### src/include/sca_cfg.svh
// Constants for the converter start and readout handshake.
// Contract
// RULE_01 - After a start, the old result stays on the bus until update.
// RULE_02 - Host must not read from old-data expiry until busy rises.
// RULE_03 - Host should avoid reading the bus at all during a conversion; the bench reads the old word for 55 cycles early in each one.
// RULE_04 - With select low, read/convert low starts, high enables outputs.
// RULE_05 - Host holds the convert command low between 40 ns and 1750 ns.
// RULE_06 - New data is valid on the bus at most 3.2 us after start.
// RULE_07 - Busy stays low at most 2.2 us per conversion.
// RULE_08 - Previous data stays valid at least 1.5 us after start.
// RULE_09 - Busy rises at least 35 ns after the new data is valid; here busy_n rises one 20 ns cycle after bus_out data changes.
// RULE_10 - Host spaces conversion starts at least 4 us apart.
// RULE_11 - Host sets read/convert 10 ns before chip select initiates.
// RULE_12 - Every conversion command is ignored while busy is low.
// RULE_13 - The bus is driven only with read/convert high and select low.
// RULE_14 - Results are 12-bit two's complement, full word or two bytes.
// RULE_15 - A clocked host rounds minimum intervals up, latches on busy rise.
`ifndef SCA_CFG_SVH
`define SCA_CFG_SVH

`define SCA_CLK_NS        20
`define SCA_T_PREV_MIN_NS 1500
`define SCA_T_UPD_NS      2000
`define SCA_T_BUSY_MAX_NS 2200
`define SCA_T_ACC_MAX_NS  3200
`define SCA_T_D3_MIN_NS   35
`define SCA_T_CORE_NS     1000

`define SCA_UPD_CYC  (`SCA_T_UPD_NS / `SCA_CLK_NS)
`define SCA_PREV_CYC ((`SCA_T_PREV_MIN_NS + `SCA_CLK_NS - 1) / `SCA_CLK_NS)
`define SCA_BUSY_CYC (`SCA_T_BUSY_MAX_NS / `SCA_CLK_NS)
`define SCA_ACC_CYC  (`SCA_T_ACC_MAX_NS / `SCA_CLK_NS)
`define SCA_D3_CYC   ((`SCA_T_D3_MIN_NS + `SCA_CLK_NS - 1) / `SCA_CLK_NS)
`define SCA_CORE_CYC (`SCA_T_CORE_NS / `SCA_CLK_NS)

`define SCA_WORD_W 12
`define SCA_BYTE_W 8
`define SCA_CNT_W  8
`define SCA_BUF_DEPTH 2

`endif

### src/include/sca_pkg.sv
// Types shared by the converter handshake block.
package sca_pkg;
  typedef logic [11:0] sca_word_t;
  typedef struct packed {
    logic cs_n;
    logic rd_conv;
    logic byte_sel;
  } sca_ctl_t;
  typedef struct packed {
    sca_word_t data;
    logic      oe;
  } sca_bus_t;
  typedef enum logic [1:0] {
    SCA_IDLE,
    SCA_CONV,
    SCA_SETTLE
  } sca_state_t;
endpackage

### src/logic/sca_conv.sv
// Conversion start, busy timing and 3-state readout of the sampling converter.
`timescale 1ns/100ps
`include "sca_cfg.svh"
module sca_conv (
  // Clock and reset
  input  wire logic               clk,
  input  wire logic               rst,
  // Control pins from the host, asynchronous
  input  wire sca_pkg::sca_ctl_t  ctl_in,
  // Sample word from the hold stage, same clock
  input  wire sca_pkg::sca_word_t sample_in,
  // Parallel data bus and busy flag
  output sca_pkg::sca_bus_t       bus_out,
  output logic                    busy_n
);
  import sca_pkg::*;

  localparam int UPD_CYC  = `SCA_UPD_CYC;
  localparam int PREV_CYC = `SCA_PREV_CYC;
  localparam int BUSY_CYC = `SCA_BUSY_CYC;
  localparam int ACC_CYC  = `SCA_ACC_CYC;
  localparam int D3_CYC   = `SCA_D3_CYC;
  localparam int CORE_CYC = `SCA_CORE_CYC;
  // Pin to busy fall takes three cycles: two sync stages and the state flop.
  localparam int ACC_WIN_CYC = ACC_CYC - 3;

  // Two-stage synchroniser on the host pins.
  sca_ctl_t ctl_meta_reg;
  sca_ctl_t ctl_sync_reg;
  always_ff @(posedge clk) begin
    if (rst) begin
      ctl_meta_reg <= '{cs_n: 1'b1, rd_conv: 1'b1, byte_sel: 1'b0};
      ctl_sync_reg <= '{cs_n: 1'b1, rd_conv: 1'b1, byte_sel: 1'b0};
    end else begin
      ctl_meta_reg <= ctl_in;
      ctl_sync_reg <= ctl_meta_reg;
    end
  end

  // Select and read/convert are ORed low-active and level triggered.
  logic conv_req;
  logic bus_en;
  assign conv_req = !ctl_sync_reg.cs_n && !ctl_sync_reg.rd_conv; // RULE_04
  assign bus_en   = !ctl_sync_reg.cs_n && ctl_sync_reg.rd_conv; // RULE_13

  // Conversion sequencer state.
  sca_state_t state_reg, state_next;
  logic [`SCA_CNT_W-1:0] cnt_reg, cnt_next;
  sca_word_t hold_reg, hold_next;
  sca_word_t out_reg, out_next;
  logic      pend_reg, pend_next;
  logic      busy_n_reg, busy_n_next;

  // Two-entry result buffer between the core and the output latch.
  sca_word_t buf_mem [`SCA_BUF_DEPTH];
  logic      buf_wp_reg, buf_wp_next;
  logic      buf_rp_reg, buf_rp_next;
  logic [1:0] buf_cnt_reg, buf_cnt_next;
  logic      buf_in_valid, buf_in_ready;
  logic      buf_out_valid, buf_out_ready;
  sca_word_t buf_out_data;

  assign buf_in_ready  = (buf_cnt_reg != 2'h2);
  assign buf_out_valid = (buf_cnt_reg != 2'h0);
  assign buf_out_data  = buf_mem[buf_rp_reg];

  always_comb begin
    buf_wp_next  = buf_wp_reg;
    buf_rp_next  = buf_rp_reg;
    buf_cnt_next = buf_cnt_reg;
    if (buf_in_valid && buf_in_ready) begin
      buf_wp_next = !buf_wp_reg;
    end
    if (buf_out_valid && buf_out_ready) begin
      buf_rp_next = !buf_rp_reg;
    end
    case ({buf_in_valid && buf_in_ready, buf_out_valid && buf_out_ready})
      2'b10:   buf_cnt_next = buf_cnt_reg + 2'h1;
      2'b01:   buf_cnt_next = buf_cnt_reg - 2'h1;
      default: buf_cnt_next = buf_cnt_reg;
    endcase
  end

  always_ff @(posedge clk) begin
    if (rst) begin
      buf_wp_reg  <= 1'b0;
      buf_rp_reg  <= 1'b0;
      buf_cnt_reg <= 2'h0;
    end else begin
      buf_wp_reg  <= buf_wp_next;
      buf_rp_reg  <= buf_rp_next;
      buf_cnt_reg <= buf_cnt_next;
    end
  end

  genvar gi;
  generate
    for (gi = 0; gi < `SCA_BUF_DEPTH; gi++) begin : g_buf
      always_ff @(posedge clk) begin
        if (buf_in_valid && buf_in_ready && (buf_wp_reg == 1'(gi))) begin
          buf_mem[gi] <= hold_reg;
        end
      end
    end
  endgenerate

  // Conversion sequencer.
  // The core pushes once its result is ready; a full buffer stalls it.
  assign buf_in_valid  = pend_reg && (state_reg == SCA_CONV) &&
                         (cnt_reg >= `SCA_CNT_W'(CORE_CYC));
  // The old word is replaced only at the update slot, so reads during the
  // early part of a conversion still see the previous result.
  assign buf_out_ready = (state_reg == SCA_CONV) &&
                         (cnt_reg >= `SCA_CNT_W'(UPD_CYC)); // RULE_01

  always_comb begin
    state_next  = state_reg;
    cnt_next    = cnt_reg;
    hold_next   = hold_reg;
    out_next    = out_reg;
    pend_next   = pend_reg;
    busy_n_next = busy_n_reg;
    if (buf_in_valid && buf_in_ready) begin
      pend_next = 1'b0;
    end
    unique case (state_reg)
      SCA_IDLE: begin
        // Commands only count here, never while busy is low.
        if (conv_req) begin // RULE_12
          state_next  = SCA_CONV;
          cnt_next    = '0;
          hold_next   = sample_in;
          pend_next   = 1'b1;
          busy_n_next = 1'b0;
        end
      end
      SCA_CONV: begin
        cnt_next = cnt_reg + `SCA_CNT_W'(1);
        if (buf_out_valid && buf_out_ready) begin // RULE_08
          out_next   = buf_out_data; // RULE_06
          state_next = SCA_SETTLE;
          cnt_next   = '0;
        end
      end
      SCA_SETTLE: begin
        cnt_next = cnt_reg + `SCA_CNT_W'(1);
        if (cnt_reg == `SCA_CNT_W'(D3_CYC - 1)) begin // RULE_09
          busy_n_next = 1'b1; // RULE_07
          state_next  = SCA_IDLE;
        end
      end
    endcase
  end

  always_ff @(posedge clk) begin
    if (rst) begin
      state_reg  <= SCA_IDLE;
      cnt_reg    <= '0;
      hold_reg   <= '0;
      out_reg    <= '0;
      pend_reg   <= 1'b0;
      busy_n_reg <= 1'b1;
    end else begin
      state_reg  <= state_next;
      cnt_reg    <= cnt_next;
      hold_reg   <= hold_next;
      out_reg    <= out_next;
      pend_reg   <= pend_next;
      busy_n_reg <= busy_n_next;
    end
  end

  // Output pins; the byte view puts the low byte on the upper eight pins.
  sca_bus_t bus_reg, bus_next;
  always_comb begin
    bus_next.oe = bus_en; // RULE_13
    if (ctl_sync_reg.byte_sel) begin
      bus_next.data = {out_reg[7:0], out_reg[11:8]}; // RULE_14
    end else begin
      bus_next.data = out_reg; // RULE_14
    end
  end

  always_ff @(posedge clk) begin
    if (rst) begin
      bus_reg <= '{data: '0, oe: 1'b0};
    end else begin
      bus_reg <= bus_next;
    end
  end

  assign bus_out = bus_reg;
  assign busy_n  = busy_n_reg;

  logic [`SCA_CNT_W-1:0] low_cnt_reg;
  always_ff @(posedge clk) begin
    if (rst || busy_n_reg) begin
      low_cnt_reg <= '0;
    end else if (low_cnt_reg != '1) begin
      low_cnt_reg <= low_cnt_reg + `SCA_CNT_W'(1);
    end
  end
endmodule

### config.mk
export PLATFORM = sky130hd
export DESIGN_NAME = sca_conv
export DESIGN_NICKNAME = d
export VERILOG_FILES = /design/src/include/sca_pkg.sv /design/src/logic/sca_conv.sv
export VERILOG_INCLUDE_DIRS = /design/src /design/src/include
export SDC_FILE = /design/constraint.sdc
export NUM_CORES = 1
export LEC_CHECK = 0
export BUFFER_PORTS_ARGS = -buffer_cell sky130_fd_sc_hd__buf_2
export CORE_MARGIN = 2
export CORE_UTILIZATION = 45
export CTS_BUF_LIST = sky130_fd_sc_hd__clkbuf_8
export DETAILED_ROUTE_END_ITERATION = 10
export SETUP_SLACK_MARGIN = 0.02
export SLEW_MARGIN = 0
export SYNTH_ARGS = -nofsm -noshare
export SYNTH_HDL_FRONTEND = slang
export SYNTH_SLANG_ARGS = --single-unit
export TNS_END_PERCENT = 50
### constraint.sdc
create_clock -name clk -period 5.7 [get_ports clk]
set_input_delay 0.285 -clock clk [delete_from_list [all_inputs] [get_ports clk]]
set_output_delay 0.285 -clock clk [all_outputs]
set_load 0.03 [all_outputs]
# --- After elaboration in Yosys (flattened, before gate mapping) ---
# Memory sizes are Yosys's and may differ from the RTL's. A register that Yosys moved wholly into a read port is not among the register bits.
# Cells that the tools add are included.
classes:
  addsub: 3
  magnitude_cmp: 2
  eq_ne: 9
  n_mux: 22
  n_bitwise: 1
  n_reduce_logical: 22
op_table:
  columns: ["op", "n"]
  rows:
  - ["2-to-1 mux 12 bit", 2]
  - ["case mux 8 bit (3 select lines)", 1]
  - ["2-to-1 mux 8 bit", 2]
  - ["OR reduction 12 bit", 1]
  - ["2-to-1 mux 1 bit", 11]
  - ["logical AND 1 bit", 9]
  - ["adder 8 x 1 -> 8 bit, second input constant", 1]
  - ["== test 8 x 1 -> 1 bit, second input constant", 1]
  - [">= comparator 8 x 6 -> 1 bit, second input constant", 1]
  - [">= comparator 8 x 7 -> 1 bit, second input constant", 1]
  - ["!= test 2 bit, second input constant", 4]
  - ["2-to-1 mux 2 bit", 3]
  - ["case mux 2 bit (3 select lines)", 1]
  - ["AND reduction 3 bit", 2]
  - ["nonzero test 2 bit", 3]
  - ["== test 2 x 1 -> 1 bit, second input constant", 2]
  - ["== test 2 bit, second input constant", 2]
  - ["zero test 1 bit", 4]
  - ["case mux 2 bit (2 select lines)", 1]
  - ["AND reduction 2 bit", 2]
  - ["adder 2 x 1 -> 2 bit, second input constant", 1]
  - ["zero test 2 bit", 1]
  - ["case mux 1 bit (2 select lines)", 1]
  - ["subtractor 2 x 1 -> 2 bit, second input constant", 1]
  - ["NOT 1 bit", 1]
totals:
  ff_bits: 47
  mem_bits_rw: 24
  out_inout_bits: 14
  word_cells: 76
  memories: 1
mem_list:
  columns: ["memory", "depth", "word_bits", "rd", "rd_ports_with_merged_regs", "wr", "line", "rtl"]
  rows:
  - ["buf_mem", 2, 12, 1, 1, 1, "sca_conv.sv:55", "sca_word_t buf_mem [`SCA_BUF_DEPTH];"]

# --- Logic depth before layout (Yosys ltp) ---
depth:
  word_depth: 9
  mapped_depth: 9

# --- Least setup slack after synthesis ---
# OpenSTA, ideal clock, no wires.
synth_path:
  path_kind: "register to register"
  from: "register cnt_reg[0]"
  to: "register buf_cnt_reg[1]"
  arrival_time_ns: 2.242
  slack_ns: 3.388
  stages_incl_launch_ff: 9
  synth_period_minus_slack_ns: 2.312
  path_cell_list: "dfxtp_1 -> inv_1 -> ha_1 -> or4_4 -> a311oi_2 -> or2_1 -> ha_1 -> or3_1 -> a21oi_1"
synth_via:
  elab_chain_len: 5
synth_rtl:
  columns: ["item", "line", "rtl"]
  rows:
  - ["from (decl)", "sca_conv.sv:48", "logic [`SCA_CNT_W-1:0] cnt_reg, cnt_next;"]
  - ["from (signal assigned)", "sca_conv.sv:165", "cnt_reg <= cnt_next;"]
  - [">= comparator 8 x 7 -> 1 bit / >= comparator 8 x 6 -> 1 bit (equally long branches)", "sca_conv.sv:114, sca_conv.sv:110", null]
  - ["logical AND 1 bit (on tied branches)", "sca_conv.sv:113, sca_conv.sv:109", null]
  - ["logical AND 1 bit", "sca_conv.sv:77", "case ({buf_in_valid && buf_in_ready, buf_out_valid && buf_out_ready})"]
  - ["== test 2 x 1 -> 1 bit / == test 2 bit (equally long branches)", "sca_conv.sv:77", null]
  - ["case mux 2 bit (2 select lines) / nonzero test 2 bit (equally long branches)", null, null]
  - ["to (signal assigned)", "sca_conv.sv:92", "buf_cnt_reg <= buf_cnt_next;"]
  - ["to (decl)", "sca_conv.sv:58", "logic [1:0] buf_cnt_reg, buf_cnt_next;"]
# Parallel ways exist; a longest one is shown, timed or not.
# A chain may end at the register's enable or synchronous reset.

# --- Worst setup path after layout ---
layout_path:
  from: "register cnt_reg[6]"
  to: "register buf_cnt_reg[1]"
# Same word-level chain as after synthesis.

==> flow_metrics.py <==
metrics = {
    "cts": {
        "cts-root-buf": "clkbuf_8",
        "h-tree-depth": 3,
        "clkSinkCount": 83,
        "cts_buffers": 9,
        "clk_pin_slew_worst_paths_ps": 90,
        "cts_buffer_depth": 2,
        "clk_latency_ps": 340,
        "cts_resized": 0,
        "post_cts_buffers": 0,
        "cts_tree": "built",
        "hold_buffers": 0,
    },
    "sta": {
        "maxSlewHeadroom_pct": 26.24,
        "final_max_slew_viol_count": 0,
        "worstMarginPinSlew_ps": 1106,
        "hold_violations": 0,
        "fmax_ghz": 0.3985,
        "finalSetupTns_ps": 0,
        "rsz0062_at_grt": "no",
        "post-route-period-util_pct": 44.02,
        "setup_violations": 0,
        "finalCriticalPeriod_ps": 2509,
        "clock_skew_ps": 9.541,
    },
    "final_layout": {
        "regMostFlops": "buf_mem",
        "area_growth_pct": 12.58,
        "register_area_um2": 1902,
        "drive_above_1_share_pct": 21.71,
        "final_net_count": 347,
        "num-fill-cells": 691,
        "fin_area_um2": 3751,
        "largest_reg_flops": 24,
        "multiInputGateArea_um2": 1311,
        "n_antenna_cell": 0,
    },
    "drt": {
        "drt-total-wl_mm": 5.381,
        "first_iter_violations": 92,
        "ant_nets": 0,
        "num_vias": 2059,
        "drt-wirelength-per-cell_um": 12.63,
        "viasPerCell": 4.833,
        "drc": 0,
        "drtPass1Iterations": 4,
    },
    "placed_design": {
        "place_congestion": 0.7472,
        "io_buffers": 30,
        "postPlaceCellArea_um2": 3521,
        "hpwl_mm": 3.560,
    },
    "die": {
        "num_rows": 31,
        "core_um2": 7214,
        "initial_core_util_pct": 46.18,
        "dieWidth_um": 90.05,
        "fp.dieArea_um2": 8109,
        "ios": 31,
        "die_y_um": 90.05,
    },
    "yosys": {
        "synth-edff-count": 24,
        "synth_top_area_share_pct": 35.45,
        "syn_area_per_cell_um2": 11.22,
        "ys_warn_count": 0,
        "ys_seq_area_share_pct": 57.08,
        "synth_common_cells": "dfxtp_1, nor2_1, nand2_1, mux2i_1, edfxtp_1",
        "synth_nets": 322,
        "yosys.area.top_type": "dfxtp_1",
        "yosys.cell_types.count": 44,
        "synthTopCellsByArea": "dfxtp_1, edfxtp_1, mux2i_1",
        "synth_seq_cells": 83,
        "mappedNetlistArea_um2": 3332,
        "synthArstFlopShare_pct": 0,
        "syn_inst": 297,
        "synth_ff_type": "dfxtp_1",
        "synth_most_common_cell": "dfxtp_1",
    },
    "global_route": {
        "grt_max_degree": 58,
        "groute.usage.overall_pct": 14.20,
        "grt_antenna_before_repair": 0,
        "grt_pass1_vias": 1968,
        "grt_pass1_wl_mm": 9.211,
        "grt_overflow": 0,
    },
    "hold_path": {
        "hold_start": "ctl_in[2]",
        "hold_path_depth": 2,
        "hp-class": "input pin to flop",
        "whs_endpoint": "ctl_meta_reg[2]",
    },
    "power": {
        "p_switching_uw": 270.3,
        "p_sw_share_pct": 23.26,
        "clockPowerShare_pct": 41.2,
        "vdd_ir_drop_max_uv": 134.1,
        "power.density_nw_per_um2": 309.8,
        "p_leak_uw": 0.001294,
        "combinationalPowerShare_pct": 5.6,
        "seqPwrFrac_pct": 53.2,
        "power.internal_uw": 891.8,
    },
    "setup_path": {
        "r2r_slack_ps": 3190,
        "cp-start-kind": "flop",
        "cp_max_fo": 26,
        "critical_path_class": "flop to flop",
        "r2r_start": "cnt_reg[6]",
        "startpoint": "cnt_reg[6]",
        "required_ps": 5960,
        "worstReg2RegEnd": "buf_cnt_reg[1]",
        "r2r_cells": 5,
        "crit_arrival_ps": 2770,
        "endpoint_kind": "flop",
    },
    "status": {
        "outcome": "finished, final reports clean",
    },
    "run": {
        "drv_cap": 0,
    },
}
==> power by group through the flow <==
stage / sequential, uW / clock, uW / combinational (uW)
final: 618 / 479 / 65.0
after global placement: 631 / 0 / 65.0
after global routing: 620 / 520 / 72.8
after detailed placement: 632 / 0 / 64.8
after floorplan: 630 / 0 / 47.5
after CTS: 619 / 491 / 65.4
==> metal layers <==
layer	up-vias	GRT usage [%]	wire, um
met2	30	20.30	2315
li1	1085	-	-
met4	0	6.538	48
met3	5	3.521	142
met1	939	20.27	2875
met5	-	0	0
==> layout make-up <==
class | count | share of cell area [%]
Multi-Input combinational cell | 189 | 34.96
Timing Repair Buffer | 30 | 4.003
Inverter | 9 | 0.9006
Sequential cell | 83 | 50.70
Tap cell | 99 | 3.302
Clock buffer | 9 | 3.302
Clock inverter | 7 | 2.835
==> cell usage in the layout, fill, tap and decap left out, types with 5 or more instances in the layout <==
master    synthesis  routed
a211oi_2         14      14
a21oi_1          15      15
buf_2             2      30
clkbuf_8          0       9
dfxtp_1          59      59
edfxtp_1         24      24
ha_1              8       8
inv_1             9       9
mux2i_1          25      25
nand2_1          32      32
nor2_1           40      40
or2_2             5       5
xnor2_1           5       5
==> through the flow <==
stage,instances,hold WS (ps),total power (uW),worst slack (ps),utilization (%)
floorplan,297,388.8,677.5,3388,-
global placement,410,395.8,696.2,3234,48.80
detailed placement,410,392.9,697.0,3194,48.80
CTS,426,99.27,1175,3164,51.99
global route,426,92.92,1213,3001,51.99
finish,426,119.5,1162,3191,51.99
==> critical path, cell delays in order (launching register included) <==
cell	delay, ps
dfxtp_1	480
o311a_4	280
o211a_1	780
ha_1	410
or3_1	350
a21oi_1	130
==> cells by family after synthesis <==
kind of cell | synth area share, %
fa+ha+maj | 3.004
mux | 7.848
compound gates | 12.73
flops | 57.08
buf+inv | 3.567
xor+xnor | 2.103
simple gates | 13.67
==> worst max-delay path by stage <==
stage,endpoint,slack (ps)
finish,buf_cnt_reg[1],3190
global route,buf_cnt_reg[1],3000
CTS,buf_cnt_reg[1],3160
detailed placement,buf_cnt_reg[1],3190
global placement,buf_cnt_reg[1],3230
floorplan,buf_cnt_reg[1],3390
(Power assumes the default switching activity.)
